File: src/rtl/qrw_pkg.sv
// Shared constants, types and helper functions of the quad read and burst wrap sequencer.
// How it works
// - Word quad read: host sends address bit 0 low; two dummy clocks follow mode.
// - Word quad read is accepted only while the quad enable bit is set.
// - Continuation field 10 makes the next frame skip the opcode, starting with address.
// - Any other continuation value returns the device to normal opcode decoding.
// - Mode byte bits 7-6 and 3-0 are ignored; only bits 5-4 matter.
// - Octal word quad read: four low address bits zero, no dummy clocks.
// - Octal word quad read is accepted only while the quad enable bit is set.
// - Burst setup: opcode, 24 dummy bits, wrap byte; bits 7 and 3-0 ignored.
// - Disable bit 0 enables wrap with 8/16/32/64 byte length; 1 disables it.
// - Wrap setting holds until the next burst setup and steers quad and word reads.
// - Wrapped reads start at the address and loop inside the aligned section.
// - The wrap disable bit is one after power-on.
// - The mode reset sequence forces the release bit and ends opcode skipping.
// - No opcodes are decoded while skipping; host sends mode reset first.
// - Opcode skipping applies only to dual, quad, word and octal word reads.
// - Standard quad read needs four dummy clocks after the mode byte.
// - Dual read moves address and data two bits per clock on two lines.
package qrw_pkg;

	localparam logic [7:0] OP_DUAL_IO     = 8'hBB;
	localparam logic [7:0] OP_QUAD_IO     = 8'hEB;
	localparam logic [7:0] OP_WORD_IO     = 8'hE7;
	localparam logic [7:0] OP_OCTAL_IO    = 8'hE3;
	localparam logic [7:0] OP_BURST_SETUP = 8'h77;

	localparam logic [4:0] OPCODE_CLKS    = 5'h08;
	localparam logic [4:0] ADDR_CLKS_QUAD = 5'h06;
	localparam logic [4:0] ADDR_CLKS_DUAL = 5'h0C;
	localparam logic [4:0] MODE_CLKS_QUAD = 5'h02;
	localparam logic [4:0] MODE_CLKS_DUAL = 5'h04;
	localparam logic [4:0] DUMMY_QUAD     = 5'h04;
	localparam logic [4:0] DUMMY_WORD     = 5'h02;
	localparam logic [4:0] DUMMY_NONE     = 5'h00;
	localparam logic [4:0] BURST_CLKS     = 5'h08;

	localparam int         SKIP_FIELD_LSB = 4;
	localparam logic [1:0] SKIP_CODE      = 2'h2;
	localparam int         BURST_SET_LSB  = 4;
	localparam int         SET_DIS_BIT    = 0;
	localparam int         SET_LEN_LSB    = 1;
	localparam logic [2:0] BURST_POWER_ON = 3'h1;

	localparam logic [1:0] BUF_DEPTH      = 2'h2;
	localparam logic [1:0] LAST_NIB_QUAD  = 2'h1;
	localparam logic [1:0] LAST_NIB_DUAL  = 2'h3;
	localparam logic [7:0] UNDERRUN_BYTE  = 8'hFF;

	typedef enum logic [2:0] {
		ST_IDLE   = 3'b000,
		ST_OPCODE = 3'b001,
		ST_ADDR   = 3'b010,
		ST_MODE   = 3'b011,
		ST_DUMMY  = 3'b100,
		ST_DATA   = 3'b101,
		ST_WRAP   = 3'b110,
		ST_IGNORE = 3'b111
	} qrw_state_type;

	typedef enum logic [2:0] {
		CMD_NONE  = 3'b000,
		CMD_DUAL  = 3'b001,
		CMD_QUAD  = 3'b010,
		CMD_WORD  = 3'b011,
		CMD_OCTAL = 3'b100
	} qrw_cmd_type;

	typedef struct packed {
		logic        skip_active;
		qrw_cmd_type skip_cmd;
		logic [2:0]  burst_settings;
		qrw_cmd_type active_cmd;
		logic        underrun;
	} qrw_status_type;

	function automatic logic [4:0] addr_clks(input qrw_cmd_type c);
		return (c == CMD_DUAL) ? ADDR_CLKS_DUAL : ADDR_CLKS_QUAD;
	endfunction

	function automatic logic [4:0] mode_clks(input qrw_cmd_type c);
		return (c == CMD_DUAL) ? MODE_CLKS_DUAL : MODE_CLKS_QUAD;
	endfunction

	function automatic logic [4:0] dummy_clks(input qrw_cmd_type c);
		logic [4:0] d;
		d = DUMMY_NONE;
		if (c == CMD_QUAD) begin
			d = DUMMY_QUAD;
		end else if (c == CMD_WORD) begin
			d = DUMMY_WORD;
		end
		return d;
	endfunction

	function automatic logic [5:0] burst_mask(input logic [1:0] len);
		logic [5:0] m;
		m = 6'h07;
		unique case (len)
			2'h0: m = 6'h07;
			2'h1: m = 6'h0F;
			2'h2: m = 6'h1F;
			2'h3: m = 6'h3F;
		endcase
		return m;
	endfunction

endpackage

File: src/rtl/qrw_sequencer.sv
// Command decoder, opcode skip and burst wrap logic of the quad read path.
module qrw_sequencer
	import qrw_pkg::*;
(
	// Clock and reset.
	input  wire logic       sys_clk,
	input  wire logic       rst_n,
	// Serial pins.
	input  wire logic       spi_sclk,
	input  wire logic       spi_cs_n,
	input  wire logic [3:0] spi_io_in,
	output logic      [3:0] spi_io_out,
	output logic      [3:0] spi_io_oe,
	// Configuration.
	input  wire logic       quad_lines_enable_bit,
	// Memory fetch requests.
	output logic            req_valid,
	output logic     [23:0] req_addr,
	input  wire logic       req_ready,
	// Memory fetch answers.
	input  wire logic       rsp_valid,
	input  wire logic [7:0] rsp_data,
	output logic            rsp_ready,
	// Status.
	output qrw_status_type  status
);

	logic          sclk_meta, sclk_s, sclk_d;
	logic          cs_meta, cs_s, cs_d;
	logic [3:0]    io_meta, io_s;
	logic          rise, fall, cs_rise, cs_fall, seq_rise;

	qrw_state_type state, next_state;
	qrw_cmd_type   cmd, next_cmd, skip_cmd, next_skip_cmd;
	logic [4:0]    cnt, next_cnt;
	logic [7:0]    opcode, next_opcode, mode_byte, next_mode;
	logic [23:0]   addr, next_addr;
	logic          skip, next_skip, in_skip_txn, next_in_skip;
	logic          all_ones, next_all_ones, start_fetch;
	logic [2:0]    burst_settings, next_burst;
	logic          is_dual, lanes_ones, mode_done;

	logic          fetching, next_fetching, next_req_valid, fire, rsp_take, push, pop;
	logic [23:0]   next_req_addr, lin_addr, wrap_addr;
	logic [1:0]    inflight, next_inflight, drop, next_drop;
	logic          wrap_on;
	logic [5:0]    mask;

	logic [7:0]    buf_mem [2];
	logic [7:0]    next_buf_mem [2];
	logic          wr_ptr, next_wr_ptr, rd_ptr, next_rd_ptr, next_rsp_ready;
	logic [1:0]    count, next_count;

	logic [7:0]    shift, next_shift, out_byte;
	logic [1:0]    nib_idx, next_nib_idx;
	logic [3:0]    next_io_out, next_io_oe;
	logic          underrun, next_underrun;
	qrw_status_type next_status;

	// The first stage only feeds the second, so metastability stays contained.
	always_ff @(posedge sys_clk or negedge rst_n) begin
		if (!rst_n) begin
			sclk_meta <= 1'b0;
			sclk_s    <= 1'b0;
			sclk_d    <= 1'b0;
			cs_meta   <= 1'b1;
			cs_s      <= 1'b1;
			cs_d      <= 1'b1;
			io_meta   <= 4'h0;
			io_s      <= 4'h0;
		end else begin
			sclk_meta <= spi_sclk;
			sclk_s    <= sclk_meta;
			sclk_d    <= sclk_s;
			cs_meta   <= spi_cs_n;
			cs_s      <= cs_meta;
			cs_d      <= cs_s;
			io_meta   <= spi_io_in;
			io_s      <= io_meta;
		end
	end

	assign rise     = sclk_s & ~sclk_d;
	assign fall     = ~sclk_s & sclk_d;
	assign cs_rise  = cs_s & ~cs_d;
	assign cs_fall  = ~cs_s & cs_d;
	assign seq_rise = rise & ~cs_s & ~cs_fall;
	assign is_dual  = (cmd == CMD_DUAL);
	assign lanes_ones = is_dual ? (&io_s[1:0]) : (&io_s);
	assign mode_done = seq_rise && (state == ST_MODE) && (cnt == mode_clks(cmd) - 5'h01);

	always_comb begin
		next_state    = state;
		next_cmd      = cmd;
		next_cnt      = cnt;
		next_opcode   = opcode;
		next_addr     = addr;
		next_mode     = mode_byte;
		next_skip     = skip;
		next_skip_cmd = skip_cmd;
		next_burst    = burst_settings;
		next_in_skip  = in_skip_txn;
		next_all_ones = all_ones;
		start_fetch   = 1'b0;
		if (cs_rise) begin
			next_state   = ST_IDLE;
			next_in_skip = 1'b0;
			// An all-ones skip frame that ends before its mode byte is complete is the mode reset.
			if (in_skip_txn && all_ones && (state == ST_ADDR || state == ST_MODE)) begin
				next_skip = 1'b0;
			end
		end else if (cs_fall) begin
			next_cnt      = 5'h00;
			next_all_ones = 1'b1;
			if (skip) begin
				next_state   = ST_ADDR;
				next_cmd     = skip_cmd;
				next_in_skip = 1'b1;
			end else begin
				next_state = ST_OPCODE;
				next_cmd   = CMD_NONE;
			end
		end else if (seq_rise) begin
			next_cnt = cnt + 5'h01;
			unique case (state)
				ST_IDLE, ST_DATA, ST_IGNORE: begin
					next_cnt = cnt;
				end
				ST_OPCODE: begin
					next_opcode = {opcode[6:0], io_s[0]};
					if (cnt == OPCODE_CLKS - 5'h01) begin
						next_cnt   = 5'h00;
						next_state = ST_ADDR;
						unique case (next_opcode)
							OP_DUAL_IO: begin
								next_cmd = CMD_DUAL;
							end
							OP_QUAD_IO: begin
								next_cmd = CMD_QUAD;
								if (!quad_lines_enable_bit) begin
									next_state = ST_IGNORE;
								end
							end
							OP_WORD_IO: begin
								next_cmd = CMD_WORD;
								if (!quad_lines_enable_bit) begin
									next_state = ST_IGNORE;
								end
							end
							OP_OCTAL_IO: begin
								next_cmd = CMD_OCTAL;
								if (!quad_lines_enable_bit) begin
									next_state = ST_IGNORE;
								end
							end
							OP_BURST_SETUP: begin
								next_state = ST_WRAP;
							end
							default: begin
								next_state = ST_IGNORE;
							end
						endcase
					end
				end
				ST_ADDR: begin
					// Address moves high bits first on the widest lane set of the command.
					next_addr = is_dual ? {addr[21:0], io_s[1:0]} : {addr[19:0], io_s};
					next_all_ones = all_ones & lanes_ones;
					if (cnt == addr_clks(cmd) - 5'h01) begin
						next_cnt    = 5'h00;
						next_state  = ST_MODE;
						start_fetch = 1'b1;
					end
				end
				ST_MODE: begin
					next_mode = is_dual ? {mode_byte[5:0], io_s[1:0]} : {mode_byte[3:0], io_s};
					next_all_ones = all_ones & lanes_ones;
					if (cnt == mode_clks(cmd) - 5'h01) begin
						next_cnt      = 5'h00;
						// Only the continuation field is looked at; the rest is free.
						next_skip     = (next_mode[SKIP_FIELD_LSB +: 2] == SKIP_CODE);
						next_skip_cmd = cmd;
						if (dummy_clks(cmd) == DUMMY_NONE) begin
							next_state = ST_DATA;
						end else begin
							next_state = ST_DUMMY;
						end
					end
				end
				ST_DUMMY: begin
					if (cnt == dummy_clks(cmd) - 5'h01) begin
						next_cnt   = 5'h00;
						next_state = ST_DATA;
					end
				end
				ST_WRAP: begin
					next_mode = {mode_byte[3:0], io_s};
					if (cnt == BURST_CLKS - 5'h01) begin
						next_burst = next_mode[BURST_SET_LSB +: 3];
						next_state = ST_IGNORE;
					end
				end
			endcase
		end
	end

	always_ff @(posedge sys_clk or negedge rst_n) begin
		if (!rst_n) begin
			state          <= ST_IDLE;
			cmd            <= CMD_NONE;
			cnt            <= 5'h00;
			opcode         <= 8'h00;
			addr           <= 24'h00_0000;
			mode_byte      <= 8'h00;
			skip           <= 1'b0;
			skip_cmd       <= CMD_NONE;
			burst_settings <= BURST_POWER_ON;
			in_skip_txn    <= 1'b0;
			all_ones       <= 1'b0;
		end else begin
			state          <= next_state;
			cmd            <= next_cmd;
			cnt            <= next_cnt;
			opcode         <= next_opcode;
			addr           <= next_addr;
			mode_byte      <= next_mode;
			skip           <= next_skip;
			skip_cmd       <= next_skip_cmd;
			burst_settings <= next_burst;
			in_skip_txn    <= next_in_skip;
			all_ones       <= next_all_ones;
		end
	end

	// Requests are prefetched from the end of the address while mode and dummy clocks shift in.
	assign fire     = req_valid & req_ready;
	assign rsp_take = rsp_valid & rsp_ready;
	assign push     = rsp_take & (drop == 2'h0);
	assign wrap_on  = ~burst_settings[SET_DIS_BIT] & (cmd == CMD_QUAD || cmd == CMD_WORD);
	assign mask     = burst_mask(burst_settings[SET_LEN_LSB +: 2]);
	assign lin_addr = req_addr + 24'h00_0001;
	assign wrap_addr = {req_addr[23:6], (req_addr[5:0] & ~mask) | (lin_addr[5:0] & mask)};

	always_comb begin
		next_fetching = fetching;
		next_req_addr = req_addr;
		next_drop     = drop;
		next_inflight = inflight + {1'b0, fire} - {1'b0, rsp_take};
		if (rsp_take && drop != 2'h0) begin
			next_drop = drop - 2'h1;
		end
		if (fire) begin
			next_req_addr = wrap_on ? wrap_addr : lin_addr;
		end
		if (start_fetch) begin
			next_fetching = 1'b1;
			next_req_addr = next_addr;
		end
		// Answers still in flight at frame end are thrown away on arrival.
		if (cs_rise) begin
			next_fetching = 1'b0;
			next_drop     = next_inflight;
		end
		next_req_valid = next_fetching && ((next_inflight + next_count) < BUF_DEPTH);
		if (req_valid && !fire && !cs_rise) begin
			next_req_valid = 1'b1;
		end
	end

	always_ff @(posedge sys_clk or negedge rst_n) begin
		if (!rst_n) begin
			fetching  <= 1'b0;
			req_valid <= 1'b0;
			req_addr  <= 24'h00_0000;
			inflight  <= 2'h0;
			drop      <= 2'h0;
		end else begin
			fetching  <= next_fetching;
			req_valid <= next_req_valid;
			req_addr  <= next_req_addr;
			inflight  <= next_inflight;
			drop      <= next_drop;
		end
	end

	// Two-entry buffer between the memory answers and the output shifter.
	always_comb begin
		next_buf_mem = buf_mem;
		next_wr_ptr  = wr_ptr;
		next_rd_ptr  = rd_ptr;
		next_count   = count + {1'b0, push} - {1'b0, pop};
		if (push) begin
			next_buf_mem[wr_ptr] = rsp_data;
			next_wr_ptr          = ~wr_ptr;
		end
		if (pop) begin
			next_rd_ptr = ~rd_ptr;
		end
		if (cs_rise) begin
			next_count  = 2'h0;
			next_rd_ptr = next_wr_ptr;
		end
		next_rsp_ready = (next_count < BUF_DEPTH);
	end

	always_ff @(posedge sys_clk or negedge rst_n) begin
		if (!rst_n) begin
			buf_mem[0] <= 8'h00;
			buf_mem[1] <= 8'h00;
			wr_ptr     <= 1'b0;
			rd_ptr     <= 1'b0;
			count      <= 2'h0;
			rsp_ready  <= 1'b1;
		end else begin
			buf_mem    <= next_buf_mem;
			wr_ptr     <= next_wr_ptr;
			rd_ptr     <= next_rd_ptr;
			count      <= next_count;
			rsp_ready  <= next_rsp_ready;
		end
	end

	// A starved shifter sends ones rather than stalling, since the serial clock cannot wait.
	assign out_byte = (count != 2'h0) ? buf_mem[rd_ptr] : UNDERRUN_BYTE;
	assign pop = fall && !cs_s && (state == ST_DATA) && (nib_idx == 2'h0) && (count != 2'h0);

	always_comb begin
		next_shift    = shift;
		next_nib_idx  = nib_idx;
		next_io_out   = spi_io_out;
		next_io_oe    = spi_io_oe;
		next_underrun = underrun;
		if (cs_fall) begin
			next_underrun = 1'b0;
		end
		if (cs_rise) begin
			next_io_oe   = 4'h0;
			next_nib_idx = 2'h0;
		end else if (fall && !cs_s && state == ST_DATA) begin
			if (nib_idx == 2'h0) begin
				if (count == 2'h0) begin
					next_underrun = 1'b1;
				end
				next_io_out = is_dual ? {2'h0, out_byte[7:6]} : out_byte[7:4];
				next_shift  = is_dual ? {out_byte[5:0], 2'h0} : {out_byte[3:0], 4'h0};
			end else begin
				next_io_out = is_dual ? {2'h0, shift[7:6]} : shift[7:4];
				next_shift  = is_dual ? {shift[5:0], 2'h0} : {shift[3:0], 4'h0};
			end
			if (nib_idx == (is_dual ? LAST_NIB_DUAL : LAST_NIB_QUAD)) begin
				next_nib_idx = 2'h0;
			end else begin
				next_nib_idx = nib_idx + 2'h1;
			end
			next_io_oe = is_dual ? 4'h3 : 4'hF;
		end
		next_status = '{skip_active: next_skip, skip_cmd: next_skip_cmd,
			burst_settings: next_burst, active_cmd: next_cmd, underrun: next_underrun};
	end

	always_ff @(posedge sys_clk or negedge rst_n) begin
		if (!rst_n) begin
			shift      <= 8'h00;
			nib_idx    <= 2'h0;
			spi_io_out <= 4'h0;
			spi_io_oe  <= 4'h0;
			underrun   <= 1'b0;
			status     <= '{skip_active: 1'b0, skip_cmd: CMD_NONE,
				burst_settings: BURST_POWER_ON, active_cmd: CMD_NONE, underrun: 1'b0};
		end else begin
			shift      <= next_shift;
			nib_idx    <= next_nib_idx;
			spi_io_out <= next_io_out;
			spi_io_oe  <= next_io_oe;
			underrun   <= next_underrun;
			status     <= next_status;
		end
	end
endmodule

File: config.mk
export PLATFORM = sky130hd
export DESIGN_NAME = qrw_sequencer
export DESIGN_NICKNAME = d
export VERILOG_FILES = /design/src/rtl/qrw_pkg.sv /design/src/rtl/qrw_sequencer.sv
export SDC_FILE = /design/constraint.sdc
export NUM_CORES = 1
export LEC_CHECK = 0
export ABC_AREA = 1
export BUFFER_PORTS_ARGS = -buffer_cell sky130_fd_sc_hd__buf_2
export CAP_MARGIN = 20
export CORE_ASPECT_RATIO = 0.8
export CORE_MARGIN = 2
export CORE_UTILIZATION = 54
export CTS_CLUSTER_SIZE = 28
export DETAILED_ROUTE_END_ITERATION = 12
export HOLD_SLACK_MARGIN = 0.15
export PLACE_DENSITY = 0.76
export SYNTH_ARGS = -nofsm -noshare
export SYNTH_HDL_FRONTEND = slang
export SYNTH_SLANG_ARGS = --single-unit
export TNS_END_PERCENT = 1
File: constraint.sdc
create_clock -name sys_clk -period 2.1 [get_ports sys_clk]
set_input_delay 0.21 -clock sys_clk [delete_from_list [all_inputs] [get_ports sys_clk]]
set_output_delay 0.21 -clock sys_clk [all_outputs]
set_load 0.05 [all_outputs]
==> results.ini, run 1 <==
[outcome]
status = complete, but fails checks
violations = setup timing

[floorplanning]
die_area_mm2 = 0.0146
die_w_um = 135
ios = 64
die_h_um = 109
start_util_pct = 54.9
core_mm2 = 0.0135
num_rows = 38

[grt]
grt_max_degree = 59
grt_antenna_before_repair = 0
grt_pass1_vias = 5980
overflow = 0
track_usage_pct = 24.9
grt_pass1_wl_um = 28800

[sta]
hold_violations = 0
setup_violations = 1
period_share_pct = 101
rsz0062_at_grt = true
setup_ws_ps = -30.1
tightestPinTransition_ps = 561
drv_slew = 0
finalClockSkew_ps = 12.6
fmax_ghz = 0.469
period_minus_slack_ps = 2130
slew_headroom_pct = 62.2
holdWs_ps = 279

[synthesis]
ys_types = 49
synth-xor-area-share_pct = 2.02
async_flop_share_pct = 100
netlist_top_cells_area = dfrtp_1 44%, nand2_1 13%, inv_1 6.1%
synth-seq-area-share_pct = 45.8
synth_edf_count = 0
synthMuxAreaShare_pct = 1.22
synth_top_family_by_area = simple AND/OR/NAND/NOR gates
syn-num-nets = 956
avgSynthCellArea_um2 = 7.98
synth_warnings = 0
netlist_instances = 925
yosys.cell_count.top_type = nand2_1
ys_seq_elements = 135
synthAdderAreaFrac_pct = 2.03
synth-compound-area-share_pct = 13.8
synth_area_leader_cell = dfrtp_1
synth_common_cells = 246 x nand2_1, 130 x dfrtp_1, 121 x inv_1
synthSimpleGateAreaFrac_pct = 25.3
yosysTopAreaCellShare_pct = 44.0
synth_flop_cell = dfrtp_1
syn_area_mm2 = 0.00739

[detailed_routing]
post_drt_via_cell_ratio = 5.38
drc = 0
routed_wl_um = 17800
drtIter0Drc = 543
wl_per_cell_um = 14.6
drtPass1Iterations = 5
vias = 6560
ant_nets = 0

[power]
p_per_area_mw_per_mm2 = 1060
p_leak_uw = 0.00443
total_power_uw = 9470
vdd_drop_max_uv = 586

[place]
dpl_cell_area_mm2 = 0.00800
dp_cells = 1171
place_ws_ps = -75.6
routabilityCongestion = 0.883
post-dp-hpwl_um = 12400
portBuffers = 63

[critical_path]
setup.worst_path.class = flop to flop
worstSetupEndpointType = flop
path_max_fanout = 3
cp_data_arrival_time_ps = 2410
cp.required_ps = 2380
start_kind = flop

[final_layout]
fin_area_mm2 = 0.00889
area_delta_synth_final_pct = 20.4
fill_cells = 1105
seq_area_mm2 = 0.00338
multiInputGateArea_mm2 = 0.00336
layout.cells.non_filler = 1219
nNetsFinal = 1058
diodes = 0
drive_gt1_share_pct = 19.8

[clock_tree]
cts_tree = yes
htree_levels = 4
clock_latency_ps = 410
path_clk_slew_ps = 60
numCtsBuffers = 17
cts_num_sinks = 135
cts_buffer_depth = 2
root_buffer = clkbuf_16

[run]
max_cap_violations = 0

[hold_path]
hp-class = primary input to flop

metrics by stage:
step           setup TNS, ps  util (%)
6_report               -30.1      66.1
5_1_grt                 -216      66.1
4_1_cts                -20.1      65.3
3_5_place_dp           -78.4      59.4
3_3_place_gp               0      59.4
2_1_floorplan              0         -
worst paths after layout:
kind / depth (start not counted) / slack (ps) / end / start
setup / recovery: 12 / -30 / req_valid / rsp_ready
hold / removal: 5 / 280 / drop[1] / rsp_valid
setup reg to reg: 12 / -30 / req_valid / rsp_ready
hold reg to reg: 0 / 350 / io_s[1] / io_meta[1]
max in group asynchronous: 3 / 1070 / status[4] / rst_n
min in group asynchronous: 2 / 330 / req_addr[21] / rst_n
cell type report:
cell class,count,area share [%]
Clock buffer,21,5.40
Clock inverter,10,1.62
Inverter,133,6.02
Multi-Input combinational cell,629,37.7
Sequential cell,135,38.1
Tap cell,180,2.53
Timing Repair Buffer,111,8.63
routing by layer:
metal  part of all wire (%)  vias up  GRT usage [%]  routed length [um]
met5                      0        -              0                   0
met4                    1.8        0           8.72                 321
met3                    6.4       30           4.31                1150
met2                     46      241           38.8                8210
met1                     46     3098           35.3                8150
li1                       -     3191              -                   -
where the power goes:
part	internal [uW]	total, uW	leakage (uW)	switching [uW]
clock network	1990	3130	0.000286	1140
logic	924	2680	0.00246	1760
registers	3220	3650	0.00169	436
what timing repair did:
| item | 4_1_cts | 5_1_grt |
|---|---|---|
| endpoints found under the setup margin | 3 | 36 |
| endpoints found under the hold margin | 79 | 0 |
| resized for setup | 2 | 29 |
| hold buffers | 16 | 0 |
| setup buffers | 0 | 1 |
| pin swaps | 0 | 15 |
cell usage in the layout, fill, tap and decap left out, types with 3 or more instances in the layout:
cell / Yosys / final
nand2_1: 246 / 243
dfrtp_1: 130 / 130
inv_1: 121 / 114
o21ai_0: 75 / 72
nor2_1: 73 / 68
buf_2: 4 / 62
nand3_1: 58 / 56
a21oi_1: 33 / 33
buf_4: 9 / 27
nand4_1: 17 / 17
clkbuf_16: 0 / 17
dlygate4sd3_1: 0 / 16
inv_2: 7 / 14
o211ai_1: 14 / 14
xor2_1: 14 / 12
o21ai_1: 9 / 11
o21ai_2: 8 / 9
nor3_1: 9 / 9
ha_1: 12 / 9
nand2_2: 5 / 8
nor2_2: 4 / 8
mux2_2: 8 / 8
clkinvlp_4: 0 / 6
dfstp_2: 5 / 5
nand3b_1: 4 / 4
o21a_1: 4 / 4
o22ai_1: 4 / 4
a32oi_1: 4 / 4
clkbuf_8: 0 / 4
nor2_4: 2 / 3
a31oi_4: 3 / 3
xnor2_1: 3 / 3
o31ai_1: 3 / 3
bufinv_16: 0 / 3
buf_6: 3 / 3
buf_12: 2 / 3
state kept, by name, indices dropped and copies added (netlist names), 2 cells and up, named ones only:
register and cells:
cnt 5, io_meta 4, status 10, shift 6
inflight 2, mode_byte 4, io_s 4, count 2
nib_idx 2, state 3, req_addr 21, drop 2
buf_mem 16, opcode 7, spi_io_out 4, addr 24
spi_io_oe 2
cell families after synthesis:
logic type,count (synthesis)
AOI/OAI and AO/OA,165
xor gates and xnor gates,17
adders and majority gates,12
buffers and inverters,161
DFF,135
muxes,8
and+or+nand+nor,427
critical path, cell delays in order, from the launching register on:
cell	delay [ps]
dfstp_2	530
nand2_2	60
inv_1	50
ha_1	210
inv_1	60
ha_2	190
xor2_2	180
xor2_2	230
inv_1	110
nand2_2	90
nand3_1	110
nand2_1	110
o21ai_2	50
Power figures use the tool's default switching activity.
==> run 2: changes to the inputs <==
- CORE_UTILIZATION: 54 -> 56
- CTS_BUF_LIST: unset -> sky130_fd_sc_hd__clkbuf_8
- PLACE_DENSITY: 0.76 -> 0.79
==> run 2 against run 1 <==
- the flow now finishes without violations
- routed wire length is 4.4% lower
- global-route usage up 0.48 points
- fmax rose by 1.9%
- critical endpoint unchanged
==> results.ini, run 2 (synthesis gave the netlist of run 1 again) <==
[outcome]
status = completed  ; was complete, but fails checks

[final_layout]
multiInputGateArea_mm2 = 0.00330  ; was 0.00336 mm^2
seq_area_mm2 = 0.00338  ; unchanged
layout_commonest_cell = nand2_1  ; unchanged
fill_cells = 1125  ; was 1105
final_cell_mix = 245 x nand2_1, 130 x dfrtp_1, 119 x inv_1  ; was 243 x nand2_1, 130 x dfrtp_1, 114 x inv_1
drive_gt1_share_pct = 19.4  ; was 19.8%
diodes = 0  ; unchanged
reg.largest.list = addr x24, req_addr x21, buf_mem x16  ; unchanged
fin_util_pct = 66.9  ; was 66.1%
nNetsFinal = 1067  ; was 1058
area_delta_synth_final_pct = 16.6  ; was 20.4%
largest_register_ffs = 24  ; unchanged
top_register = addr  ; unchanged

[grt]
track_usage_pct = 25.4  ; was 24.9%
grtUsageMet3_pct = 4.82  ; was 4.31%
grt_antenna_before_repair = 0  ; unchanged
grtUsageMet1_pct = 35.6  ; was 35.3%
grt_max_degree = 52  ; was 59
grt_pass1_wl_um = 28800  ; unchanged
overflow = 0  ; unchanged
met2_usage_pct = 39.1  ; was 38.8%
grt-busiest-layer = met2  ; unchanged
grt_pass1_vias = 6093  ; was 5980

[floorplanning]
die_w_um = 132  ; was 135 um
num_rows = 37  ; was 38
start_util_pct = 57.4  ; was 54.9%
core_mm2 = 0.0129  ; was 0.0135 mm^2
ios = 64  ; unchanged
die_h_um = 107  ; was 109 um
die_area_mm2 = 0.0141  ; was 0.0146 mm^2

[detailed_routing]
ant_nets = 0  ; unchanged
routed_wl_um = 17100  ; was 17800 um
wl_per_cell_um = 13.9  ; was 14.6 um
drtPass1Iterations = 5  ; unchanged
drc = 0  ; unchanged
vias = 6516  ; was 6560
drtIter0Drc = 520  ; was 543
post_drt_via_cell_ratio = 5.32  ; was 5.38

[hold_path]
hold_path_end = drop[1]  ; unchanged
hold_depth = 5  ; unchanged
hp-class = primary input to flop  ; unchanged
hold_start = rsp_valid  ; unchanged

[clock_tree]
clock_latency_ps = 440  ; was 410 ps
cts_buffer_depth = 2  ; unchanged
htree_levels = 4  ; unchanged
cts_tree = yes  ; unchanged
path_clk_slew_ps = 80  ; was 60 ps
cts_num_sinks = 135  ; unchanged
numCtsBuffers = 17  ; unchanged
root_buffer = clkbuf_8  ; was clkbuf_16

[sta]
setup_violations = 0  ; was 1
fin_tns_setup_ps = 0  ; was -30.1 ps
slew_headroom_pct = 61.4  ; was 62.2%
period_share_pct = 99.5  ; was 101%
fmax_ghz = 0.478  ; was 0.469 GHz
hold_violations = 0  ; unchanged
rsz0062_at_grt = true  ; unchanged
tightestPinTransition_ps = 573  ; was 561 ps
drv_slew = 0  ; unchanged
period_minus_slack_ps = 2090  ; was 2130 ps
holdWs_ps = 231  ; was 279 ps
finalClockSkew_ps = 9.72  ; was 12.6 ps

[critical_path]
ff2ff_setup_slack_ps = 10  ; was -30 ps
worstSetupEndpointType = flop  ; unchanged
rr_worst_depth = 16  ; was 12
r2r-end = req_valid  ; unchanged
start_kind = flop  ; unchanged
crit_top_cell = nand2_1  ; was inv_1
cp_data_arrival_time_ps = 2450  ; was 2410 ps
r2r-start = cs_s  ; was rsp_ready
path_max_fanout = 3  ; unchanged
setup.worst_path.class = flop to flop  ; unchanged
critPathSlowestCell = dfstp_2  ; unchanged
cp.required_ps = 2460  ; was 2380 ps
cpPeakStageDelay_ps = 540  ; was 530 ps
crit_path_cell_trace = inv_2, nand3b_1, nor2_2, nand3_1, inv_1, ha_1, inv_1, ha_1, inv_2, nor2_4, nand2_1, nand2_1, nand2_1, nand2_1, nand2_1, o21ai_1  ; was nand2_2, inv_1, ha_1, inv_1, ha_2, xor2_2, xor2_2, inv_1, nand2_2, nand3_1, nand2_1, o21ai_2

[power]
pwr-share-seq_pct = 44.6  ; was 38.6%
pwr-share-comb_pct = 31.4  ; was 28.4%
switching_share_pct = 38.8  ; was 35.2%
p_leak_uw = 0.00436  ; was 0.00443 uW
p_per_area_mw_per_mm2 = 946  ; was 1060 mW/mm^2
power_switching_uw = 3160  ; was 3340 uW
p_int_uw = 4990  ; was 6130 uW
p_clk_share_pct = 24.0  ; was 33.1%
vdd_drop_max_uv = 501  ; was 586 uV

[place]
portBuffers = 63  ; unchanged
routabilityCongestion = 0.899  ; was 0.883
post-dp-hpwl_um = 12500  ; was 12400 um

[run]
max_cap_violations = 0  ; unchanged

==> run 2: cell count changes in the layout (fill, tap and decap cells not counted), sizes merged <==
cell,change
buf,+9
bufinv,-3
clkbuf,-2
clkinv,+3
inv,+3
==> run 2: cell type report <==
type / count / area share, %
clock inverters: 13 / 1.15
clock buffers: 19 / 3.04
well taps: 175 / 2.54
repair buffers: 120 / 9.64
inverters: 133 / 6.03
multi-input cells: 629 / 38.3
flip-flops and latches: 135 / 39.3
==> run 2: repair_timing <==
item,4_1_cts,5_1_grt
gates resized for setup,4,10
buffers inserted,0,5
pin swaps,0,12
endpoints found under the hold margin,81,0
hold buffers,16,0
setup endpoints to repair,2,26
==> run 2: metrics by stage <==
| stage | std cells | area (um^2) | worst slack, ps | total power, uW |
|---|---|---|---|---|
| after global placement | 1171 | 8030 | 40.6 | 6060 |
| after CTS | 1219 | 8560 | 18.0 | 8130 |
| final | 1224 | 8610 | 10.0 | 8150 |
| after floorplan | 925 | 7390 | 24.8 | 5470 |
| after detailed placement | 1171 | 8030 | -72.2 | 6140 |
| after global routing | 1224 | 8610 | -169 | 8690 |
==> run 2: worst max path at each step <==
stage          startpoint        end  slack, ps  cells past startpoint
2_1_floorplan   req_valid  req_valid         20                     11
3_3_place_gp         cs_s  req_valid         40                     16
3_5_place_dp         cs_s  req_valid        -70                     16
4_1_cts              cs_s  req_valid         20                     16
5_1_grt          state[1]  req_valid       -170                     16
6_report             cs_s  req_valid         10                     16
==> run 2: per-layer routing <==
layer | routed length (um) | up-vias
met2 | 7670 | 214
met3 | 928 | 28
met1 | 8070 | 3061
met5 | 0 | -
met4 | 385 | 0
li1 | - | 3213
==> run 2: power groups by stage <==
stage	Clock (uW)	Combinational (uW)	Sequential [uW]
detailed placement	0	2470	3670
finish	1960	2560	3640
global route	2110	2870	3710
CTS	2000	2510	3630
floorplan	0	1600	3870
global placement	0	2410	3660
==> run 2: critical path, delay by kind of cell, from the launching register on <==
family,cells,cell delay (ps)
fa+ha+maj,2,540
buf+inv,4,170
simple gates,9,640
flops,1,540
compound gates,1,120
==> run 3: changes to the inputs <==
==> constraint.sdc (replaced) <==
create_clock -name sys_clk -period 2.1 [get_ports sys_clk]
set_input_delay 0.63 -clock sys_clk [delete_from_list [all_inputs] [get_ports sys_clk]]
set_output_delay 0.63 -clock sys_clk [all_outputs]
set_load 0.05 [all_outputs]
==> run 3 against run 2 <==
- combinational power is essentially flat
- core utilization is 0.75 points lower
- register-to-register slack gained 40 ps
- sequential power barely moved
- routed wire length is 1.1% lower
- cell count decreased by 1.2%
- sequential cell count unchanged
- non-clock buffer count is 15 lower
- die area unchanged
- clock power increased by 11%
- fmax grew 2.2%
- highest routed layer unchanged
==> results.ini, run 3 (synthesis gave the netlist of run 1 again) <==
[grt]
grt_pass1_vias = 5939  ; was 6093
track_usage_pct = 25.5  ; was 25.4%
grt_max_degree = 45  ; was 52
grt_antenna_before_repair = 0  ; unchanged
overflow = 0  ; unchanged
grt_pass1_wl_um = 28900  ; was 28800 um

[floorplanning]
start_util_pct = 57.4  ; unchanged
num_rows = 37  ; unchanged
die_w_um = 132  ; unchanged
core_mm2 = 0.0129  ; unchanged
die_area_mm2 = 0.0141  ; unchanged
die_h_um = 107  ; unchanged
ios = 64  ; unchanged

[clock_tree]
cts_tree = yes  ; unchanged
clock_latency_ps = 440  ; about the same
root_buffer = clkbuf_8  ; unchanged
cts_num_sinks = 135  ; unchanged
numCtsBuffers = 17  ; unchanged
htree_levels = 4  ; unchanged
cts_buffer_depth = 2  ; unchanged
cts_setup_buffers = 0  ; unchanged
path_clk_slew_ps = 80  ; about the same

[sta]
finalClockSkew_ps = 11.8  ; was 9.72 ps
setup_violations = 0  ; unchanged
hold_violations = 0  ; unchanged
period_minus_slack_ps = 2050  ; was 2090 ps
fmax_ghz = 0.489  ; was 0.478 GHz
slew_headroom_pct = 64.9  ; was 61.4%
period_share_pct = 97.4  ; was 99.5%
rsz0062_at_grt = true  ; unchanged
tightestPinTransition_ps = 520  ; was 573 ps
fin_tns_setup_ps = 0  ; unchanged
drv_slew = 0  ; unchanged
holdWs_ps = 285  ; was 231 ps

[final_layout]
seq_area_mm2 = 0.00338  ; unchanged
diodes = 0  ; unchanged
nNetsFinal = 1052  ; was 1067
area_delta_synth_final_pct = 15.3  ; was 16.6%
layout.cells.non_filler = 1209  ; was 1224
layout_commonest_cell = nand2_1  ; unchanged
largest_register_ffs = 24  ; unchanged
drive_gt1_share_pct = 20.1  ; was 19.4%
multiInputGateArea_mm2 = 0.00333  ; was 0.00330 mm^2
fill_cells = 1115  ; was 1125
reg.largest.list = addr x24, req_addr x21, buf_mem x16  ; unchanged
top_register = addr  ; unchanged
final_cell_mix = 245 x nand2_1, 130 x dfrtp_1, 118 x inv_1  ; was 245 x nand2_1, 130 x dfrtp_1, 119 x inv_1

[power]
p_leak_uw = 0.00432  ; was 0.00436 uW
vdd_drop_max_uv = 507  ; was 501 uV
total_power_uw = 8390  ; was 8150 uW
p_per_area_mw_per_mm2 = 985  ; was 946 mW/mm^2

[critical_path]
crit_path_cell_trace = inv_2, nand3b_1, nor2_2, nand3_1, inv_1, ha_1, inv_1, ha_1, inv_2, nor2_4, nand2_1, nand2_1, nand2_1, nand2_1, nand2_1, o21ai_1  ; unchanged
crit_top_cell = nand2_1  ; unchanged
setup.worst_path.class = flop to flop  ; unchanged
start_kind = flop  ; unchanged
critPathSlowestCell = dfstp_2  ; unchanged
path_max_fanout = 3  ; unchanged
cpPeakStageDelay_ps = 540  ; about the same
cp.required_ps = 2470  ; was 2460 ps
cp_data_arrival_time_ps = 2420  ; was 2450 ps
worstSetupEndpointType = flop  ; unchanged

[detailed_routing]
routed_wl_um = 16900  ; was 17100 um
post_drt_via_cell_ratio = 5.33  ; was 5.32
wl_per_cell_um = 13.9  ; about the same
drtPass1Iterations = 5  ; unchanged
drc = 0  ; unchanged
vias = 6450  ; was 6516
ant_nets = 0  ; unchanged
drtIter0Drc = 541  ; was 520

[hold_path]
hp-class = primary input to flop  ; unchanged

[outcome]
status = completed  ; unchanged

[place]
post-dp-hpwl_um = 12400  ; was 12500 um
portBuffers = 63  ; unchanged
routabilityCongestion = 0.898  ; was 0.899
dp_cells = 1176  ; was 1171

[run]
max_cap_violations = 0  ; unchanged

run 3: metal layers:
metal  vias up  global-route usage (%)  wire length (um)
met1      3029                    36.9              8010
met4         0                    8.29               331
met3        23                    5.77              1010
met5         -                       0                 0
met2       205                    38.3              7500
li1       3193                       -                 -
run 3: worst paths after layout:
path | endpoint | cells after the start | startpoint | slack, ps
hold reg to reg | io_s[1] | 0 | io_meta[1] | 360
setup / recovery | req_valid | 16 | cs_s | 50
hold / removal | cs_meta | 1 | spi_cs_n | 280
max in group asynchronous | cs_meta | 3 | rst_n | 810
min in group asynchronous | req_addr[9] | 2 | rst_n | 660
setup reg to reg | req_valid | 16 | cs_s | 50
run 3: timing repair:
item,4_1_cts,5_1_grt
gates resized for setup,3,15
hold endpoints to repair,33,0
pin swaps,1,10
hold buffers,1,0
setup endpoints to repair,1,41
run 3: worst max-delay path, delay by kind of cell (launching register included):
kind	cells	cell delay [ps]
simple gates	9	630
flops	1	540
fa+ha+maj	2	530
buf+inv	4	170
compound gates	1	110
run 3: report_power, final:
| part | total [uW] | internal [uW] | switching (uW) |
|---|---|---|---|
| combinational | 2580 | 891 | 1690 |
| sequential | 3640 | 3210 | 427 |
| clock | 2180 | 1080 | 1100 |
run 3: final cells by class:
type / instances / share of cell area [%]
clock inverters: 15 / 1.94
well taps: 175 / 2.57
inverters: 133 / 6.14
repair buffers: 105 / 7.80
clock buffers: 17 / 2.75
multi-input cells: 629 / 39.1
flip-flops and latches: 135 / 39.7
run 3: through the flow:
step           cell area, um^2  worst slack, ps  util [%]
2_1_floorplan             7390             24.8         -
3_3_place_gp              8050             -100      62.6
3_5_place_dp              8050             -182      62.6
4_1_cts                   8470             1.82      65.8
5_1_grt                   8520            -97.9      66.2
6_report                  8520             54.9      66.2
